[src/hdl/event_ctl_regs.svh]
// Functional notes
// - Core stage: latch, mask, pending, 16 bits
// - Latch bit set on event, cleared on acceptance
// - Software writes latch bit only when masked
// - Set core mask bit lets event service
// - Core mask access only in supervisor mode
// - Global enable/disable instructions gate general events
// - Pending tracks nested active events, supervisor read
// - Three pairs of 32-bit peripheral registers
// - Peripheral mask bit passes or blocks event
// - Status bit shows peripheral line asserting
// - Wake-enabled event raises wake when idle
// - Shared inputs tolerate simultaneous pulse assertions
// - Pending bits acknowledge forwarded peripheral events
// - Rising edge sets latch, two-cycle detection
// - Latch bit cleared as pending bit sets
// - Further edge queued once pending is set
// - Edge to pending output at least three cycles
// - Assignment registers route ids 0-55 to inputs
`ifndef EVENT_CTL_REGS_SVH
`define EVENT_CTL_REGS_SVH

`define CORE_W       16
`define GEN_W        9
`define GEN_BASE     7
`define NUM_PERIPH   56
`define PHI_W        24
`define NUM_ASGN     7
`define ADDR_W       5
`define DATA_W       32
`define SYNC_STAGES  2

`define ADR_LATCH    5'h00
`define ADR_MASK     5'h01
`define ADR_PEND     5'h02
`define ADR_CTL      5'h03
`define ADR_PMASK0   5'h04
`define ADR_PMASK1   5'h05
`define ADR_PSTAT0   5'h06
`define ADR_PSTAT1   5'h07
`define ADR_WAKE0    5'h08
`define ADR_WAKE1    5'h09
`define ADR_ASGN0    5'h0A
`define ADR_ASGN6    5'h10

`define CTL_GIE_BIT  0
`define CTL_FWD_LSB  8

`define ASGN_RST0    32'h00000000
`define ASGN_RST1    32'h11000000
`define ASGN_RST2    32'h33332222
`define ASGN_RST3    32'h44444433
`define ASGN_RST4    32'h55555555
`define ASGN_RST5    32'h06666655
`define ASGN_RST6    32'h33333000

`endif

[src/hdl/event_ctl_pkg.sv]
`include "event_ctl_regs.svh"

package event_ctl_pkg;

  typedef logic [`NUM_ASGN-1:0][`DATA_W-1:0] asgn_arr_t;

  // Complete state of the two-level event controller.
  typedef struct packed {
    logic [`CORE_W-1:0]     latch;
    logic [`CORE_W-1:0]     mask;
    logic [`CORE_W-1:0]     pend;
    logic                   gie;
    logic [`NUM_PERIPH-1:0] pmask;
    logic [`NUM_PERIPH-1:0] wake;
    asgn_arr_t              asgn;
    logic [`GEN_W-1:0]      gen;
    logic [`GEN_W-1:0]      gen_prev;
    logic [`GEN_W-1:0]      fwd;
    logic                   req;
    logic [3:0]             num;
    logic                   wake_req;
    logic [`DATA_W-1:0]     rdata;
  } core_state_t;

endpackage : event_ctl_pkg

[src/hdl/two_level_event_controller.sv]
`timescale 1ns/1ps
`include "event_ctl_regs.svh"

module two_level_event_controller #(
  parameter int NUM_PERIPH = `NUM_PERIPH
) (
  input  wire logic                 i_sys_clk,
  input  wire logic                 i_srst,
  input  wire logic [`NUM_PERIPH-1:0] i_periph_irq,
  input  wire logic                 i_supervisor,
  input  wire logic                 i_gie_set,
  input  wire logic                 i_gie_clr,
  input  wire logic                 i_evt_accept,
  input  wire logic                 i_evt_return,
  input  wire logic                 i_core_idle,
  input  wire logic [`ADDR_W-1:0]   i_addr,
  input  wire logic [`DATA_W-1:0]   i_wdata,
  input  wire logic                 i_wr,
  input  wire logic                 i_rd,
  output logic      [`DATA_W-1:0]   o_rdata,
  output logic                      o_evt_req,
  output logic      [3:0]           o_evt_num,
  output logic      [`CORE_W-1:0]   o_core_pending,
  output logic                      o_wake_req
);

  event_ctl_pkg::core_state_t st_q;
  event_ctl_pkg::core_state_t st_d;

  logic [`NUM_PERIPH-1:0]            lines;
  logic [`NUM_PERIPH-1:0]            masked;
  logic [`NUM_PERIPH-1:0][`GEN_W-1:0] route_hot;
  logic [`GEN_W-1:0]                 route_or;
  logic [`GEN_W-1:0]                 gen_edge;
  logic [`CORE_W-1:0]                edge_vec;
  logic [`CORE_W-1:0]                cand;
  logic [`CORE_W-1:0]                acc_vec;
  logic [`CORE_W-1:0]                ret_vec;
  logic [4:0]                        cand_low;
  logic [4:0]                        pend_low;
  logic                              acc_fire;

  // Returns the index of the lowest set bit, or 16 when none is set.
  function automatic logic [4:0] lowest_set(input logic [`CORE_W-1:0] v);
    logic [4:0] r;
    r = 5'h10;
    for (int i = `CORE_W - 1; i >= 0; i--) begin
      if (v[i]) begin
        r = 5'(i);
      end
    end
    return r;
  endfunction : lowest_set

  ////////////////////////////////////////////////////////////////////////////
  // System stage: synchronise, mask and route peripheral lines.

  // Peripheral lines come from other logic domains, so two flops first.
  line_sync #(
    .WIDTH (`NUM_PERIPH)
  ) u_line_sync (
    .i_sys_clk (i_sys_clk),
    .i_srst    (i_srst),
    .i_lines   (i_periph_irq),
    .o_lines   (lines)
  );

  assign masked = lines & st_q.pmask;

  // Each peripheral id picks its general input by a 4-bit field.
  for (genvar p = 0; p < `NUM_PERIPH; p++) begin : g_route
    assign route_hot[p] = masked[p] ?
      (`GEN_W'(1) << st_q.asgn[p / 8][(p % 8) * 4 +: 4]) : '0;
  end

  // Shared inputs are a plain OR, so overlapping pulses merge.
  always_comb begin
    route_or = '0;
    for (int p = 0; p < `NUM_PERIPH; p++) begin
      route_or = route_or | route_hot[p];
    end
  end

  ////////////////////////////////////////////////////////////////////////////
  // Core stage: edge detection, dispatch and nesting.

  // Edge seen once the routed level is one cycle old.
  assign gen_edge = st_q.gen & ~st_q.gen_prev;
  assign edge_vec = {gen_edge, `GEN_BASE'(0)};

  // Unmasked latched events; general ones also need the global enable.
  assign cand = st_q.latch & st_q.mask &
    {{`GEN_W{st_q.gie}}, {`GEN_BASE{1'b1}}};

  assign cand_low = lowest_set(cand);
  assign pend_low = lowest_set(st_q.pend);
  assign acc_fire = i_evt_accept & st_q.req;
  assign acc_vec  = acc_fire ? (`CORE_W'(1) << st_q.num) : '0;
  assign ret_vec  = (i_evt_return && pend_low != 5'h10) ?
    (`CORE_W'(1) << pend_low[3:0]) : '0;

  // Next-state logic for the whole controller.
  always_comb begin
    st_d          = st_q;
    st_d.gen      = route_or;
    st_d.gen_prev = st_q.gen;
    // Disable wins if both instructions retire together.
    if (i_gie_clr) begin
      st_d.gie = 1'b0;
    end else if (i_gie_set) begin
      st_d.gie = 1'b1;
    end
    // Register writes.
    if (i_wr) begin
      case (i_addr)
        `ADR_LATCH: begin
          st_d.latch = (st_q.latch & st_q.mask) |
            (i_wdata[`CORE_W-1:0] & ~st_q.mask);
        end
        `ADR_MASK: begin
          if (i_supervisor) begin
            st_d.mask = i_wdata[`CORE_W-1:0];
          end
        end
        `ADR_PMASK0: st_d.pmask[31:0] = i_wdata;
        `ADR_PMASK1: st_d.pmask[`NUM_PERIPH-1:32] = i_wdata[`PHI_W-1:0];
        `ADR_WAKE0:  st_d.wake[31:0] = i_wdata;
        `ADR_WAKE1:  st_d.wake[`NUM_PERIPH-1:32] = i_wdata[`PHI_W-1:0];
        default: begin
          if (i_addr >= `ADR_ASGN0 && i_addr <= `ADR_ASGN6) begin
            st_d.asgn[3'(i_addr - `ADR_ASGN0)] = i_wdata;
          end
        end
      endcase
    end
    // Acceptance clears the latch; a new edge in that cycle still wins.
    st_d.latch = (st_d.latch & ~acc_vec) | edge_vec;
    // Return retires the innermost level, accept opens a new one.
    st_d.pend = (st_q.pend & ~ret_vec) | acc_vec;
    // Forwarded flag holds until pending acknowledges it.
    st_d.fwd = (st_q.fwd & ~acc_vec[`CORE_W-1:`GEN_BASE]) | gen_edge;
    // Dispatch only an event of higher priority than all active ones.
    st_d.req = 1'b0;
    st_d.num = st_q.num;
    if (!acc_fire && cand_low < pend_low) begin
      st_d.req = 1'b1;
      st_d.num = cand_low[3:0];
    end
    st_d.wake_req = i_core_idle && |(lines & st_q.wake);
    // Read data stands only in the cycle after the read strobe.
    st_d.rdata = '0;
    if (i_rd) begin
      case (i_addr)
        `ADR_LATCH: st_d.rdata = {16'h0000, st_q.latch};
        `ADR_MASK: begin
          if (i_supervisor) begin
            st_d.rdata = {16'h0000, st_q.mask};
          end
        end
        `ADR_PEND: begin
          if (i_supervisor) begin
            st_d.rdata = {16'h0000, st_q.pend};
          end
        end
        `ADR_CTL: begin
          st_d.rdata[`CTL_GIE_BIT] = st_q.gie;
          st_d.rdata[`CTL_FWD_LSB +: `GEN_W] = st_q.fwd;
        end
        `ADR_PMASK0: st_d.rdata = st_q.pmask[31:0];
        `ADR_PMASK1: st_d.rdata = {8'h00, st_q.pmask[`NUM_PERIPH-1:32]};
        `ADR_PSTAT0: st_d.rdata = lines[31:0];
        `ADR_PSTAT1: st_d.rdata = {8'h00, lines[`NUM_PERIPH-1:32]};
        `ADR_WAKE0:  st_d.rdata = st_q.wake[31:0];
        `ADR_WAKE1:  st_d.rdata = {8'h00, st_q.wake[`NUM_PERIPH-1:32]};
        default: begin
          if (i_addr >= `ADR_ASGN0 && i_addr <= `ADR_ASGN6) begin
            st_d.rdata = st_q.asgn[3'(i_addr - `ADR_ASGN0)];
          end
        end
      endcase
    end
  end

  // State register with routing defaults loaded at reset.
  always_ff @(posedge i_sys_clk) begin
    if (i_srst) begin
      st_q      <= '0;
      st_q.asgn <= {`ASGN_RST6, `ASGN_RST5, `ASGN_RST4, `ASGN_RST3,
                    `ASGN_RST2, `ASGN_RST1, `ASGN_RST0};
    end else begin
      st_q <= st_d;
    end
  end

  // Outputs straight from the state register.
  assign o_rdata        = st_q.rdata;
  assign o_evt_req      = st_q.req;
  assign o_evt_num      = st_q.num;
  assign o_core_pending = st_q.pend;
  assign o_wake_req     = st_q.wake_req;

  logic [3:0] num_past;
  logic       edge_past;

  // Helper copies; the checks below compare against num_past only.
  always_ff @(posedge i_sys_clk) begin
    num_past  <= st_q.num;
    edge_past <= edge_vec[st_q.num];
  end
endmodule : two_level_event_controller

[src/hdl/line_sync.sv]
`timescale 1ns/1ps

module line_sync #(
  parameter int WIDTH = 56
) (
  input  wire logic             i_sys_clk,
  input  wire logic             i_srst,
  input  wire logic [WIDTH-1:0] i_lines,
  output logic      [WIDTH-1:0] o_lines
);

  typedef struct packed {
    logic [WIDTH-1:0] s1;
    logic [WIDTH-1:0] s2;
  } sync_t;

  sync_t st_q;
  sync_t st_d;

  // Two flops; only the second stage is read outside this module.
  always_comb begin
    st_d    = st_q;
    st_d.s1 = i_lines;
    st_d.s2 = st_q.s1;
  end

  // State register.
  always_ff @(posedge i_sys_clk) begin
    if (i_srst) begin
      st_q <= '0;
    end else begin
      st_q <= st_d;
    end
  end

  assign o_lines = st_q.s2;

endmodule : line_sync

[config.mk]
export PLATFORM = sky130hd
export DESIGN_NAME = two_level_event_controller
export DESIGN_NICKNAME = d
export VERILOG_FILES = /design/src/hdl/event_ctl_pkg.sv /design/src/hdl/two_level_event_controller.sv /design/src/hdl/line_sync.sv
export VERILOG_INCLUDE_DIRS = /design/src /design/src/hdl
export SDC_FILE = /design/constraint.sdc
export NUM_CORES = 2
export LEC_CHECK = 0
export ABC_CLOCK_PERIOD_IN_PS = 5480
export BUFFER_PORTS_ARGS = -buffer_cell sky130_fd_sc_hd__buf_2
export CELL_PAD_IN_SITES_DETAIL_PLACEMENT = 2
export CELL_PAD_IN_SITES_GLOBAL_PLACEMENT = 2
export CORE_UTILIZATION = 39
export DETAILED_ROUTE_END_ITERATION = 12
export GPL_TIMING_DRIVEN = 0
export HOLD_SLACK_MARGIN = 0.05
export PLACE_DENSITY = 0.95
export SYNTH_ARGS = -nofsm -noshare
export SYNTH_HDL_FRONTEND = slang
export SYNTH_SLANG_ARGS = --single-unit
export TNS_END_PERCENT = 100
[constraint.sdc]
create_clock -name i_sys_clk -period 5.48 [get_ports i_sys_clk]
set_input_delay 0.822 -clock i_sys_clk [delete_from_list [all_inputs] [get_ports i_sys_clk]]
set_output_delay 0.822 -clock i_sys_clk [all_outputs]
set_load 0.03 [all_outputs]
==> impl_results.md, run 1 <==
* Largest net degree at the start of global routing at 14
* Row count at 99
* Root buffer cell: clkbuf_16
* Netlist cell types at 73
* Postcts setup bufs at 0
* Post-synth top cells: nand2_1, dfxtp_1, a21oi_1
* Worst setup endpoint GRT: o_rdata[31]$_SDFF_PP0_/D
* Max Buffers Root-to-Sink at 3
* Part of the Yosys area used for sequential elements at 39.2%
* Total global routing overflow at 88
* Syn_area_per_cell at 7.70 um2
* Yosys top cell by area: dfxtp_1
* Worst ep type: sequential cell input
* Placer Congestion at 1.21
* Antenna violations before repair at between 50 and 60
* Ys flop type: dfxtp_1
* Port Buffers at 146
* Synth Instances at 3730
* Total GRT Usage at 73.6%
* CTS Buf Count at 66
* Syn Nets at roughly 3800
* I/O pin cnt at 157
* Exit stage: global routing
* CTS resizes at 0
* CTS Hold Bufs at 0
* Tool error message: [ERROR GRT-0232] Routing congestion too high. Check the congestion heatmap in the GUI.
* Starting density of the core at between 30% and 40%
* Synth Register Bits at 562
* YS warnings at 0
* Largest cells by area after synthesis: dfxtp_1, nand2_1, a21oi_1, nor2b_1, nand3_1
* CTS sink cnt at 562
* DPL Wire Length at 177000 um
* Placed Area at between 30000 and 40000 um2
* Chip width at 273 um
* Most common cell in the synthesized netlist: nand2_1
* Status: stopped before the end
* CTS HTree Levels at 3
* Asr flop ratio synth at 0%
* Die H at around 270 um
* Synth top area share at 39.2%
* Synth Cell Area at 28700 um2
* Number of flops mapped to enable cells by yosys at 0
==> routing by layer <==
metal  GRT usage, %  GRT overflow
met4           67.3            38
met2           90.3            48
met1           76.6             2
met5           31.6             0
met3           56.2             0
==> metrics by stage <==
stage	setup slack [ns]	std cells
detailed placement	-0.446	4839
floorplan	2.19	3730
global placement	-0.323	4835
CTS	0.140	4959
==> cell families after synthesis <==
kind of cell / after synthesis / share of synthesized area [%]
buf+inv: 366 / 5.71
mux: 83 / 4.33
compound gates: 782 / 17.2
fa+ha+maj: 9 / 0.392
flops: 562 / 39.2
simple gates: 1928 / 33.2
==> inputs of run 2 (changes only) <==
CELL_PAD_IN_SITES_DETAIL_PLACEMENT = not set   (was 2)
CELL_PAD_IN_SITES_GLOBAL_PLACEMENT = not set   (was 2)
CORE_UTILIZATION = 40   (was 39)
HOLD_SLACK_MARGIN = not set   (was 0.05)
PLACE_DENSITY = not set   (was 0.95)
PLACE_DENSITY_LB_ADDON = 0.15   (was not set)
==> run 2 against run 1 <==
The flow now finishes, with violations (max-capacitance violations, max-slew violations); area after synthesis unchanged; synthesized cell count unchanged.
==> impl_results.md, run 2 <==
* Largest net degree at the start of global routing at 20
* CP Class: in -> reg
* Max-cap violation count at 12
* # fillers at 6954
* Violated checks: max-capacitance violations, max-slew violations
* Asr flop ratio synth at 0% (unchanged)
* Port Buffers at 146 (unchanged)
* Chip width at 270 um (-1.2%)
* Min cycle time layout at 5.42 ns
* Wirelength per Cell at 42.3 um
* Total global routing overflow at 0
* Total GRT Usage at 55.2%
* Via density at just over 7
* Critical path startpoint category: input port
* Pwr Total at between 9 and 10 mW
* Number of iterations in the first detailed-routing pass at 13
* Placement Setup Slack at -0.176 ns (+0.270 ns)
* CTS tree: built
* P per Cell Area at 295 nW/um2
* Req. time, crit path at 6.03 ns
* Critical path data arrival time at 5.97 ns
* Fin Clk Skew at between 0.07 and 0.08 ns
* Antenna violations before repair at 18
* Final setup viols at 0
* Share of layout cells above drive strength 1 at between 10% and 20%
* Die H at 270 um (-1.2%)
* Final Hold Viols at 0
* RSZ-0062 raised after global routing: no
* Post-synth top cells: nand2_1, dfxtp_1, a21oi_1
* Placer Congestion at 1.17 (-3.0%)
* Synth Register Bits at 562 (unchanged)
* Nets at 4057
* Syn Nets at 3842 (unchanged)
* Status: finished with violations
* Die Area at around 73000 um2
* CTS HTree Levels at 2 (-1)
* Worst Tran Pin Value at 1.67 ns
* Placed cells at 4821 (-0.37%)
* DPL Wire Length at 166000 um (-6.4%)
* Area Overhead vs Synth at 15.0%
* Area of the multi-input gates at around 16000 um2
* Flip-flop and latch area at 11300 um2
* Setup_tns at 0 ns
* Synth Instances at 3730 (unchanged)
* Non-filler cells, final at 4948
* Max Buffers Root-to-Sink at 3 (unchanged)
* Vias in the first global route at 30500
* Netlist cell types at 73 (unchanged)
* Worst-Skew Late Latency at 0.69 ns
* Endpoint class of the critical path: register
* I/O pin cnt at 157 (unchanged)
* Row count at 97 (-2.0%)
* HP Class: in -> reg
* Largest cells by area after synthesis: dfxtp_1, nand2_1, a21oi_1, nor2b_1, nand3_1
* Commonest non-fill, non-tap cell in the layout: nand2_1
* CTS Hold Bufs at 0 (unchanged)
* Yosys top cell by area: dfxtp_1
* Max reg flops at 387
* Ys flop type: dfxtp_1
* Starting density of the core at 40.7% (+1.4 points)
* CTS Buf Count at 60 (-9.1%)
* Number of remaining DRC errors at 0
* Setup ws final at 0.0593 ns
* Synth Cell Area at 28700 um2 (unchanged)
* YS warnings at 0 (unchanged)
* Max-slew violation count at 83
* P_leak at 11.2 nW
* Clock slew at reported path FFs at around 0.07 ns
* Synth top area share at 39.2% (unchanged)
* Part of the Yosys area used for sequential elements at 39.2% (unchanged)
* Slew HR at -11.6%
* Top reg by flops: st_q
* Fmax at 184 MHz
* CTS sink cnt at 562 (unchanged)
* Via count at 34900
* Fin util at roughly 47%
* Number of DRC markers in iteration 0 at roughly 7500
* Most common cell in the synthesized netlist: nand2_1
* Most frequent cells in the layout: nand2_1, dfxtp_1, a21oi_1, clkbuf_1, buf_2
* Antenna viol nets, final at 0
* Period utilisation layout at about 99%
* Global-route wire length before repair at 271000 um
* Core region area at 70500 um2
* Root buffer cell: clkbuf_16
* CP max FO at 12
* CTS resizes at 0 (unchanged)
* WL final at 209000 um
* Syn_area_per_cell at 7.70 um2 (unchanged)
* Number of flops mapped to enable cells by yosys at 0 (unchanged)
* Postcts setup bufs at 0 (unchanged)
* Peak supply drop at slightly below 0.0004 V
-- run 2: cell counts after synthesis --
Identical to the previous run, type by type.
-- run 2: logic make-up (layout without fill, tap and decap cells) --
family                     count (synthesis)  after routing  share of synthesized area (%)
adders and majority gates                  9              9                          0.392
DFF                                      562            562                           39.2
buffers and inverters                    366            633                           5.71
and+or+nand+nor                         1928           1928                           33.2
AOI/OAI and AO/OA                        782            782                           17.2
other                                      0             11                              0
muxes                                     83             83                           4.33
-- run 2: critical path: stages --
cell,delay [ns]
buf_2,0.18
buf_2,0.45
buf_2,0.66
inv_1,0.26
buf_1,0.51
ha_1,0.41
a211o_1,0.35
a211oi_4,0.91
nand2_1,0.59
clkbuf_1,0.49
nand2_1,0.18
a21oi_1,0.07
-- run 2: per-layer routing --
layer,GRT usage [%],up-vias,routed length (um)
li1,-,13700,-
met4,41.4,32,21100
met3,34.6,984,39000
met1,64.5,16600,72300
met2,71.4,3540,76500
met5,2.37,-,492
-- run 2: per-stage QoR --
stage / cell area (um2) / hold WS, ns
after floorplan: 28700 / 0.414
after global placement: 30600 / 0.417
after detailed placement: 30700 / 0.421
after CTS: 33000 / 0.307
after global routing: 33000 / 0.328
final: 33000 / 0.314
-- run 2: worst paths after layout --
kind | from | endpoint | slack [ns] | cells after the start
worst max register to register | st_q[388]$_SDFFE_PP0P_ | st_d[48]$_SDFF_PP0_ | 0.92 | 6
worst max-delay path | i_addr[1] | st_q[79]$_SDFFE_PP0P_ | 0.06 | 12
worst min-delay path | i_gie_clr | st_q[401]$_SDFFE_PP0P_ | 0.31 | 2
worst min register to register | u_line_sync.st_d[44]$_SDFF_PP0_ | u_line_sync.o_lines[44]$_SDFF_PP0_ | 0.44 | 1
-- run 2: cell type report --
cell class                      count  area share, %
Timing Repair Buffer              153           2.36
Clock inverter                     47           2.23
Inverter                           29          0.330
Buffer                            337           4.64
Multi-Input combinational cell   2802           48.0
Sequential cell                   562           34.1
Tap cell                          940           3.56
Clock buffer                       67           4.69
Antenna cell                       11         0.0833
-- run 2: report_power, final --
group          internal (mW)  switching, mW  leakage, nW
clock                   2.75           2.01         1.09
sequential              4.15          0.139         4.56
combinational          0.157          0.528         5.60
(Power assumes the default switching activity.)
